[src/verilog/ppr_pkg.sv]
`default_nettype none
package ppr_pkg;
  // Bus commands, as received from the acceptor logic
  localparam logic [7:0] CMD_PPC = 8'h05;
  localparam logic [7:0] CMD_PPU = 8'h15;
  localparam logic [7:0] CMD_UNL = 8'h3f;
  localparam logic [3:0] CMD_PPE_HI = 4'h6;
  localparam logic [3:0] CMD_PPD_HI = 4'h7;
  // Field positions inside an enable byte
  localparam int LINE_LSB = 0;
  localparam int SENSE_BIT = 3;
  // Register map (byte addresses)
  localparam logic [3:0] ADR_CTRL = 4'h0;
  localparam logic [3:0] ADR_STATUS = 4'h4;
  // Control register fields and reset value
  localparam int CTRL_RESP_EN = 0;
  localparam int CTRL_UNCONF = 1;
  localparam logic [31:0] CTRL_RESET = 32'h0000_0001;
  // Status register fields
  localparam int ST_ASSIGN_LSB = 0;
  localparam int ST_CONFIGURED = 4;
  localparam int ST_ARMED = 5;
  localparam int ST_RESPONDING = 6;
  localparam int ST_LATCHED = 7;
  localparam logic [3:0] ASSIGN_RESET = 4'h0;

  // Poll states, Gray order idle -> configured -> responding
  typedef enum logic [1:0] {
    PP_IDLE = 2'b00,
    PP_CONF = 2'b01,
    PP_RESP = 2'b11
  } ppr_state_e;

  // One received bus command
  typedef struct packed {
    logic valid;
    logic [7:0] byte_val;
  } ppr_cmd_s;
endpackage
`default_nettype wire

[src/verilog/ppr_top.sv]
// Behaviour
// Drive the assigned data line throughout identify, outside any handshake.
// Capture instrument status when identify starts; later changes ignored.
// When identify ends, release all eight data lines.
// Once configured, answer every identify with current status, no reconfigure.
// Controller reassigns by listen address, configure, disable, then enable.
// Disable, unconfigure or master reset clear assignment; interface clear does not.
// Unconfigure, reset or configure-disable return to idle, ignoring identify.
// System supplies the device clock at the intended rate.
// Enable byte low three bits pick the line, fourth bit is sense.
// Configure while listening arms enable; unlisten stops further enables.
// Identify is end-or-identify with attention; drive when status matches sense.
//
// Chosen here: the address map and the Wishbone register port.
`timescale 1ns/10ps
`default_nettype none
module ppr_top #(
  parameter int DIO_W = 8
) (
  input wire logic clk_i,
  input wire logic rst_i,
  input wire logic ce_i,
  // Classic Wishbone slave
  input wire logic wb_cyc_i,
  input wire logic wb_stb_i,
  input wire logic wb_we_i,
  input wire logic [3:0] wb_adr_i,
  input wire logic [3:0] wb_sel_i,
  input wire logic [31:0] wb_dat_i,
  output logic wb_ack_o,
  output logic [31:0] wb_dat_o,
  // From the acceptor and addressing logic, same clock
  input wire ppr_pkg::ppr_cmd_s cmd_i,
  input wire logic listen_addressed_i,
  // Pins
  input wire logic atn_n_i,
  input wire logic eoi_n_i,
  input wire logic master_reset_n_i,
  input wire logic instrument_status_bit_i,
  output logic [DIO_W-1:0] dio_o,
  output logic [DIO_W-1:0] dio_oe_o
);
  if (DIO_W != 8)
  begin : g_bad_width
    $error("ppr_top: DIO_W must be 8");
  end
  // ----------------------------------------------------------------
  // Pin synchronisers
  // ----------------------------------------------------------------
  logic [3:0] sync1_reg;
  logic [3:0] sync2_reg;
  logic [3:0] sync1_next;
  logic [3:0] sync2_next;
  logic atn_s;
  logic eoi_s;
  logic mr_n_s;
  logic ist_s;
  // First stage read only by the second
  always_comb
  begin
    sync1_next = {instrument_status_bit_i, master_reset_n_i, eoi_n_i, atn_n_i};
    sync2_next = sync1_reg;
  end
  // ATN, EOI and master reset idle high, so reset to the passive level; the status bit resets low
  always_ff @(posedge clk_i or posedge rst_i)
  begin
    if (rst_i)
    begin
      sync1_reg <= 4'h7;
      sync2_reg <= 4'h7;
    end
    else if (ce_i)
    begin
      sync1_reg <= sync1_next;
      sync2_reg <= sync2_next;
    end
  end
  assign atn_s = sync2_reg[0];
  assign eoi_s = sync2_reg[1];
  assign mr_n_s = sync2_reg[2];
  assign ist_s = sync2_reg[3];
  // ----------------------------------------------------------------
  // Command decode
  // ----------------------------------------------------------------
  function automatic logic is_hi(input logic [7:0] b, input logic [3:0] hi);
    is_hi = (b[7:4] == hi);
  endfunction
  logic identify;
  logic is_ppc;
  logic is_ppu;
  logic is_ppe;
  logic is_ppd;
  logic is_unl;
  // identify decode
  assign identify = ~eoi_s & ~atn_s;
  assign is_ppc = cmd_i.valid & (cmd_i.byte_val == ppr_pkg::CMD_PPC);
  assign is_ppu = cmd_i.valid & (cmd_i.byte_val == ppr_pkg::CMD_PPU);
  assign is_unl = cmd_i.valid & (cmd_i.byte_val == ppr_pkg::CMD_UNL);
  assign is_ppe = cmd_i.valid & is_hi(cmd_i.byte_val, ppr_pkg::CMD_PPE_HI);
  assign is_ppd = cmd_i.valid & is_hi(cmd_i.byte_val, ppr_pkg::CMD_PPD_HI);
  // ----------------------------------------------------------------
  // Poll state
  // ----------------------------------------------------------------
  ppr_pkg::ppr_state_e state_reg;
  ppr_pkg::ppr_state_e state_next;
  logic armed_reg;
  logic armed_next;
  logic [3:0] assign_reg;
  logic [3:0] assign_next;
  logic latched_reg;
  logic latched_next;
  logic resp_en_reg;
  logic resp_en_next;
  logic unconf_pulse;
  logic clear_all;
  // Interface clear is deliberately not an input here: it must not clear us
  // assignment clear sources
  assign clear_all = ~mr_n_s | is_ppu | unconf_pulse;
  // Next state of the configuration and response machine
  always_comb
  begin
    state_next = state_reg;
    armed_next = armed_reg;
    assign_next = assign_reg;
    latched_next = latched_reg;
    // arm on configure while listening, disarm on unlisten
    if (is_unl || !listen_addressed_i)
    begin
      armed_next = 1'b0;
    end
    else if (is_ppc)
    begin
      armed_next = 1'b1;
    end
    case (state_reg)
      ppr_pkg::PP_IDLE:
      begin
        // take line select and sense from enable byte
        if (armed_reg && listen_addressed_i && is_ppe)
        begin
          assign_next = cmd_i.byte_val[3:0];
          state_next = ppr_pkg::PP_CONF;
        end
      end
      ppr_pkg::PP_CONF:
      begin
        // status captured as identify starts
        if (identify)
        begin
          latched_next = ist_s;
          state_next = ppr_pkg::PP_RESP;
        end
        else if (armed_reg && listen_addressed_i && is_ppe)
        begin
          assign_next = cmd_i.byte_val[3:0];
        end
      end
      ppr_pkg::PP_RESP:
      begin
        // identify over, back to configured
        // stays configured for the next identify
        if (!identify)
        begin
          state_next = ppr_pkg::PP_CONF;
        end
      end
      default:
      begin
        state_next = ppr_pkg::PP_IDLE;
      end
    endcase
    // disable after configure, unconfigure or reset go idle
    if (clear_all || (armed_reg && listen_addressed_i && is_ppd))
    begin
      state_next = ppr_pkg::PP_IDLE;
      assign_next = ppr_pkg::ASSIGN_RESET;
    end
  end

  always_ff @(posedge clk_i or posedge rst_i)
  begin
    if (rst_i)
    begin
      state_reg <= ppr_pkg::PP_IDLE;
      armed_reg <= 1'b0;
      assign_reg <= ppr_pkg::ASSIGN_RESET;
      latched_reg <= 1'b0;
    end
    else if (ce_i)
    begin
      state_reg <= state_next;
      armed_reg <= armed_next;
      assign_reg <= assign_next;
      latched_reg <= latched_next;
    end
  end

  // ----------------------------------------------------------------
  // Data line drive
  // ----------------------------------------------------------------
  logic [DIO_W-1:0] oe_reg;
  logic [DIO_W-1:0] oe_next;
  logic drive;
  // drive only when latched status agrees with sense
  // held for the whole identify, no handshake involved
  assign drive = (state_reg == ppr_pkg::PP_RESP) && identify && resp_en_reg &&
                 (latched_reg == assign_reg[ppr_pkg::SENSE_BIT]);

  // all lines released unless driving
  always_comb
  begin
    oe_next = '0;
    if (drive)
    begin
      oe_next[assign_reg[2:0]] = 1'b1;
    end
  end

  // Registered so the pins never glitch between decode terms
  always_ff @(posedge clk_i or posedge rst_i)
  begin
    if (rst_i)
    begin
      oe_reg <= '0;
    end
    else if (ce_i)
    begin
      oe_reg <= oe_next;
    end
  end

  assign dio_oe_o = oe_reg;
  assign dio_o = '0; // Open drain: only ever pulls low

  // ----------------------------------------------------------------
  // Wishbone register file
  // ----------------------------------------------------------------
  logic ack_reg;
  logic ack_next;
  logic [31:0] rdata_reg;
  logic [31:0] rdata_next;
  logic wr_ctrl;
  logic [31:0] status_word;

  // Write lands on the edge at which the master samples ack
  assign wr_ctrl = wb_cyc_i & wb_stb_i & wb_we_i & ack_reg &
                   (wb_adr_i == ppr_pkg::ADR_CTRL) & wb_sel_i[0];
  assign unconf_pulse = wr_ctrl & wb_dat_i[ppr_pkg::CTRL_UNCONF];
  // Status word for software reads
  always_comb
  begin
    status_word = '0;
    status_word[ppr_pkg::ST_ASSIGN_LSB +: 4] = assign_reg;
    status_word[ppr_pkg::ST_CONFIGURED] = (state_reg != ppr_pkg::PP_IDLE);
    status_word[ppr_pkg::ST_ARMED] = armed_reg;
    status_word[ppr_pkg::ST_RESPONDING] = |oe_reg;
    status_word[ppr_pkg::ST_LATCHED] = latched_reg;
  end

  // One wait state per access; unmapped reads give zero
  always_comb
  begin
    ack_next = wb_cyc_i & wb_stb_i & ~ack_reg;
    resp_en_next = resp_en_reg;
    rdata_next = rdata_reg;
    if (wr_ctrl)
    begin
      resp_en_next = wb_dat_i[ppr_pkg::CTRL_RESP_EN];
    end
    if (wb_cyc_i && wb_stb_i && !wb_we_i && !ack_reg)
    begin
      case (wb_adr_i)
        ppr_pkg::ADR_CTRL: rdata_next = {31'h0000_0000, resp_en_reg};
        ppr_pkg::ADR_STATUS: rdata_next = status_word;
        default: rdata_next = 32'h0000_0000;
      endcase
    end
  end

  always_ff @(posedge clk_i or posedge rst_i)
  begin
    if (rst_i)
    begin
      ack_reg <= 1'b0;
      rdata_reg <= 32'h0000_0000;
      resp_en_reg <= ppr_pkg::CTRL_RESET[ppr_pkg::CTRL_RESP_EN];
    end
    else if (ce_i)
    begin
      ack_reg <= ack_next;
      rdata_reg <= rdata_next;
      resp_en_reg <= resp_en_next;
    end
  end

  assign wb_ack_o = ack_reg;
  assign wb_dat_o = rdata_reg;

endmodule
`default_nettype wire

[config.mk]
export PLATFORM = sky130hd
export DESIGN_NAME = ppr_top
export DESIGN_NICKNAME = d
export VERILOG_FILES = /design/src/verilog/ppr_pkg.sv /design/src/verilog/ppr_top.sv
export SDC_FILE = /design/constraint.sdc
export NUM_CORES = 1
export LEC_CHECK = 0
export ABC_AREA = 1
export BUFFER_PORTS_ARGS = -buffer_cell sky130_fd_sc_hd__buf_2
export CORE_ASPECT_RATIO = 0.6
export CORE_MARGIN = 2
export CORE_UTILIZATION = 42
export CTS_BUF_LIST = sky130_fd_sc_hd__clkbuf_4
export CTS_CLUSTER_DIAMETER = 50
export DETAILED_ROUTE_END_ITERATION = 10
export PLACE_DENSITY_LB_ADDON = 0.25
export SKIP_CTS_REPAIR_TIMING = 1
export SLEW_MARGIN = 25
export SYNTH_ARGS = -nofsm -noshare
export SYNTH_HDL_FRONTEND = slang
export SYNTH_SLANG_ARGS = --single-unit
[constraint.sdc]
create_clock -name clk_i -period 1.2 [get_ports clk_i]
set_input_delay 0.18 -clock clk_i [delete_from_list [all_inputs] [get_ports clk_i]]
set_output_delay 0.18 -clock clk_i [all_outputs]
set_load 0.02 [all_outputs]
==> metrics.md <==
| Metric | Value |
|---|---|
| Site row count | `19` |
| Max FO, Critical Path | `4` |
| Seq cells post-synth | `34` |
| Die Wd | `between 90 and 100 um` |
| IO Count | `109` |
| WHS | `approximately 0.034 ns` |
| Crit-path max cell delay | `0.53 ns` |
| Fin Setup TNS | `-0.3062 ns` |
| Worst EP required | `1.43 ns` |
| HP Class | `input pin to flip-flop` |
| Grt peak-use layer | `met1` |
| Commonest non-fill, non-tap cell in the layout | `nand2_1` |
| Synth top area share | `0.3311` |
| Most frequent cells in the layout | `59 x nand2_1, 43 x buf_2, 32 x conb_1` |
| Average vias per placed instance | `about 4.4` |
| Storage element area | `between 800 and 900 um^2` |
| Total number of H-tree levels | `2` |
| Post-Syn Instances | `250` |
| Via count | `between 1500 and 2000` |
| All-Layer GR Usage | `0.1590` |
| Crit. End Element | `flip-flop` |
| Routed len/inst | `~11 um` |
| Share of layout cells above drive strength 1 | `0.3563` |
| Initial antenna violation count | `0` |
| Routing usage on met1 | `0.2733` |
| Pleak | `about 0.0014 uW` |
| Multi-input gate area | `around 960 um^2` |
| Worst IR drop on VDD | `about 0.00073 V` |
| Power Density | `between 1000 and 1500 mW/mm^2` |
| Drt total wl | `4.281 mm` |
| Ys async rst share | `1.000` |
| Worst setup margin | `-0.08916 ns` |
| Slew Limit Fails | `0` |
| Synthesized area per cell | `approximately 8.2 um^2` |
| Run status | `finished with violations` |
| Final Setup Violations | `7` |
| Root buffer cell | `clkbuf_4` |
| Unique masters post-synth | `34` |
| Detailed Place HPWL | `about 3.4 mm` |
| Clk sinks | `34` |
| Crit path DAT | `approximately 1.5 ns` |
| Number of warning messages in the yosys log | `0` |
| Port bufs | `43` |
| CTS tree | `built` |
| Routed Antenna Nets | `0` |
| Tmin final | `1.289 ns` |
| Dominant cells by area after synthesis | `dfrtp_1 33%, buf_4 12%, nand2_1 11%` |
| DRC violations left | `0` |
| Sequential share of the synthesized area | `0.4212` |
| Worst Clk Skew | `between 0.007 and 0.008 ns` |
| Failing checks | `setup timing` |
| Total gr overflow | `0` |
| Core Area | `between 0.004 and 0.005 mm^2` |
| Max clock buf depth | `2` |
| Area Growth Syn to Fin | `22.93%` |
| Routing usage on met2 | `0.1898` |
| Die area | `between 0.005 and 0.006 mm^2` |
| Fin. Hold Viols | `0` |
| Vias in the first global route | `between 1000 and 1500` |
| Initial Util | `0.4425` |
| EDFF count, synth | `0` |
| Crit path launch type | `flip-flop` |
| Routing usage on met3 | `0.04031` |
| Final GP Congestion | `~0.8` |
| Maximum clock rate | `775.7 MHz` |
| Worst-Skew Late Latency | `between 0.3 and 0.4 ns` |
| Final Cell Area | `0.002509 mm^2` |
| Largest net degree at the start of global routing | `35` |
| Yosys top cell by area | `dfrtp_1` |
| Dpl cell area | `~0.0024 mm^2` |
| RSZ-0062 raised after global routing | `yes` |
| Crit path cell chain | `inv_1 > nand2_2 > inv_4 > o21ai_2 > nand3_2 > nand2_1 > inv_2 > nand3_2 > nand2_1` |
| Nets | `379` |
| Clock-pin transition on the worst setup and hold timing paths | `~0.10 ns` |
| Filler Cell Count | `between 400 and 500` |
| R2r setup slk | `-0.09 ns` |
| Mapped cell area | `~0.002 mm^2` |
| Finished Core Util | `0.5440` |
| Die Span Y | `roughly 58 um` |
| CP max stage cell | `dfstp_2` |
| 1st-iter DRT viols | `between 40 and 50` |
| Crit path kind | `flip-flop to flip-flop` |
| Antenna cell count | `0` |
| Pre-Repair DR Iteration Count | `4` |
| First-pass GRT wire length | `6.589 mm` |
| Main synth FF type | `dfrtp_1` |
| Max-cap violations | `0` |
| Final cycle utilization of the critical path | `1.074` |
| Cts bufs inserted | `5` |
## critical path, delay by kind of cell, from the launching register on
kind	cells	cell delay (ns)
flops	1	0.53
compound gates	1	0.14
simple gates	5	0.39
buf+inv	3	0.15
## final timing paths
check,start,endpoint,cells after the start
worst max-delay path,sync2_reg[1],state_reg[1],9
worst min-delay path,eoi_n_i,sync1_reg[1],3
worst max register to register,sync2_reg[1],state_reg[1],9
worst min register to register,sync1_reg[1],sync1_reg[1],2
max in group asynchronous,rst_i,sync1_reg[1],4
min in group asynchronous,rst_i,wb_dat_o[3],4
## layout make-up
cell class	instances	share of cell area
Clock inverter	2	0.003491
Sequential cell	34	0.3431
Multi-Input combinational cell	177	0.3810
Clock buffer	6	0.01796
Tap cell	63	0.03142
Inverter	33	0.05137
Timing Repair Buffer	68	0.1716
## stage by stage
stage	cells	setup WS [ns]	total power [uW]
after floorplan	281	0.01637	1840
after global placement	372	-0.05763	2017
after detailed placement	372	-0.09611	2025
after CTS	380	-0.1198	2658
after global routing	383	-0.1688	2865
final	383	-0.08916	2697
## power by group
| part | total [uW] | internal [uW] | switching (uW) |
|---|---|---|---|
| Clock | 628 | 243 | 385 |
| Sequential | 1320 | 1250 | 69.7 |
| Combinational | 752 | 294 | 457 |
| Total | 2700 | 1790 | 912 |
## logic make-up after synthesis
kind of cell           after synthesis  synth area share
other                                1          0.001838
XOR/XNOR                             1          0.004293
buffers and inverters               70            0.1993
AND/OR/NAND/NOR                    109            0.2698
flip-flops                          34            0.4212
AO/OA/AOI/OAI                       34           0.09810
multiplexers                         1          0.005518
## synth_stat cells, types with 2 or more instances
| cell | instances |
|---|---|
| buf_4 | 33 |
| nor3_1 | 2 |
| nor2_2 | 3 |
| nand3_1 | 9 |
| clkbuf_1 | 2 |
| inv_1 | 30 |
| nand3_2 | 3 |
| a21oi_1 | 2 |
| o31ai_1 | 7 |
| o21ai_0 | 21 |
| nand2_2 | 3 |
| nor4_1 | 2 |
| dfstp_2 | 7 |
| dfrtp_1 | 27 |
| nand4_1 | 5 |
| nand2_1 | 62 |
| nand2_4 | 2 |
| nor2_1 | 13 |
| nand3_4 | 2 |
## per-layer routing
layer	vias to the layer above	share of wire
met3	4	0.071
met1	764	0.52
li1	876	-
met4	0	0.0068
met2	49	0.40
met5	-	0
No activity file was read; power rests on OpenSTA's default activity.
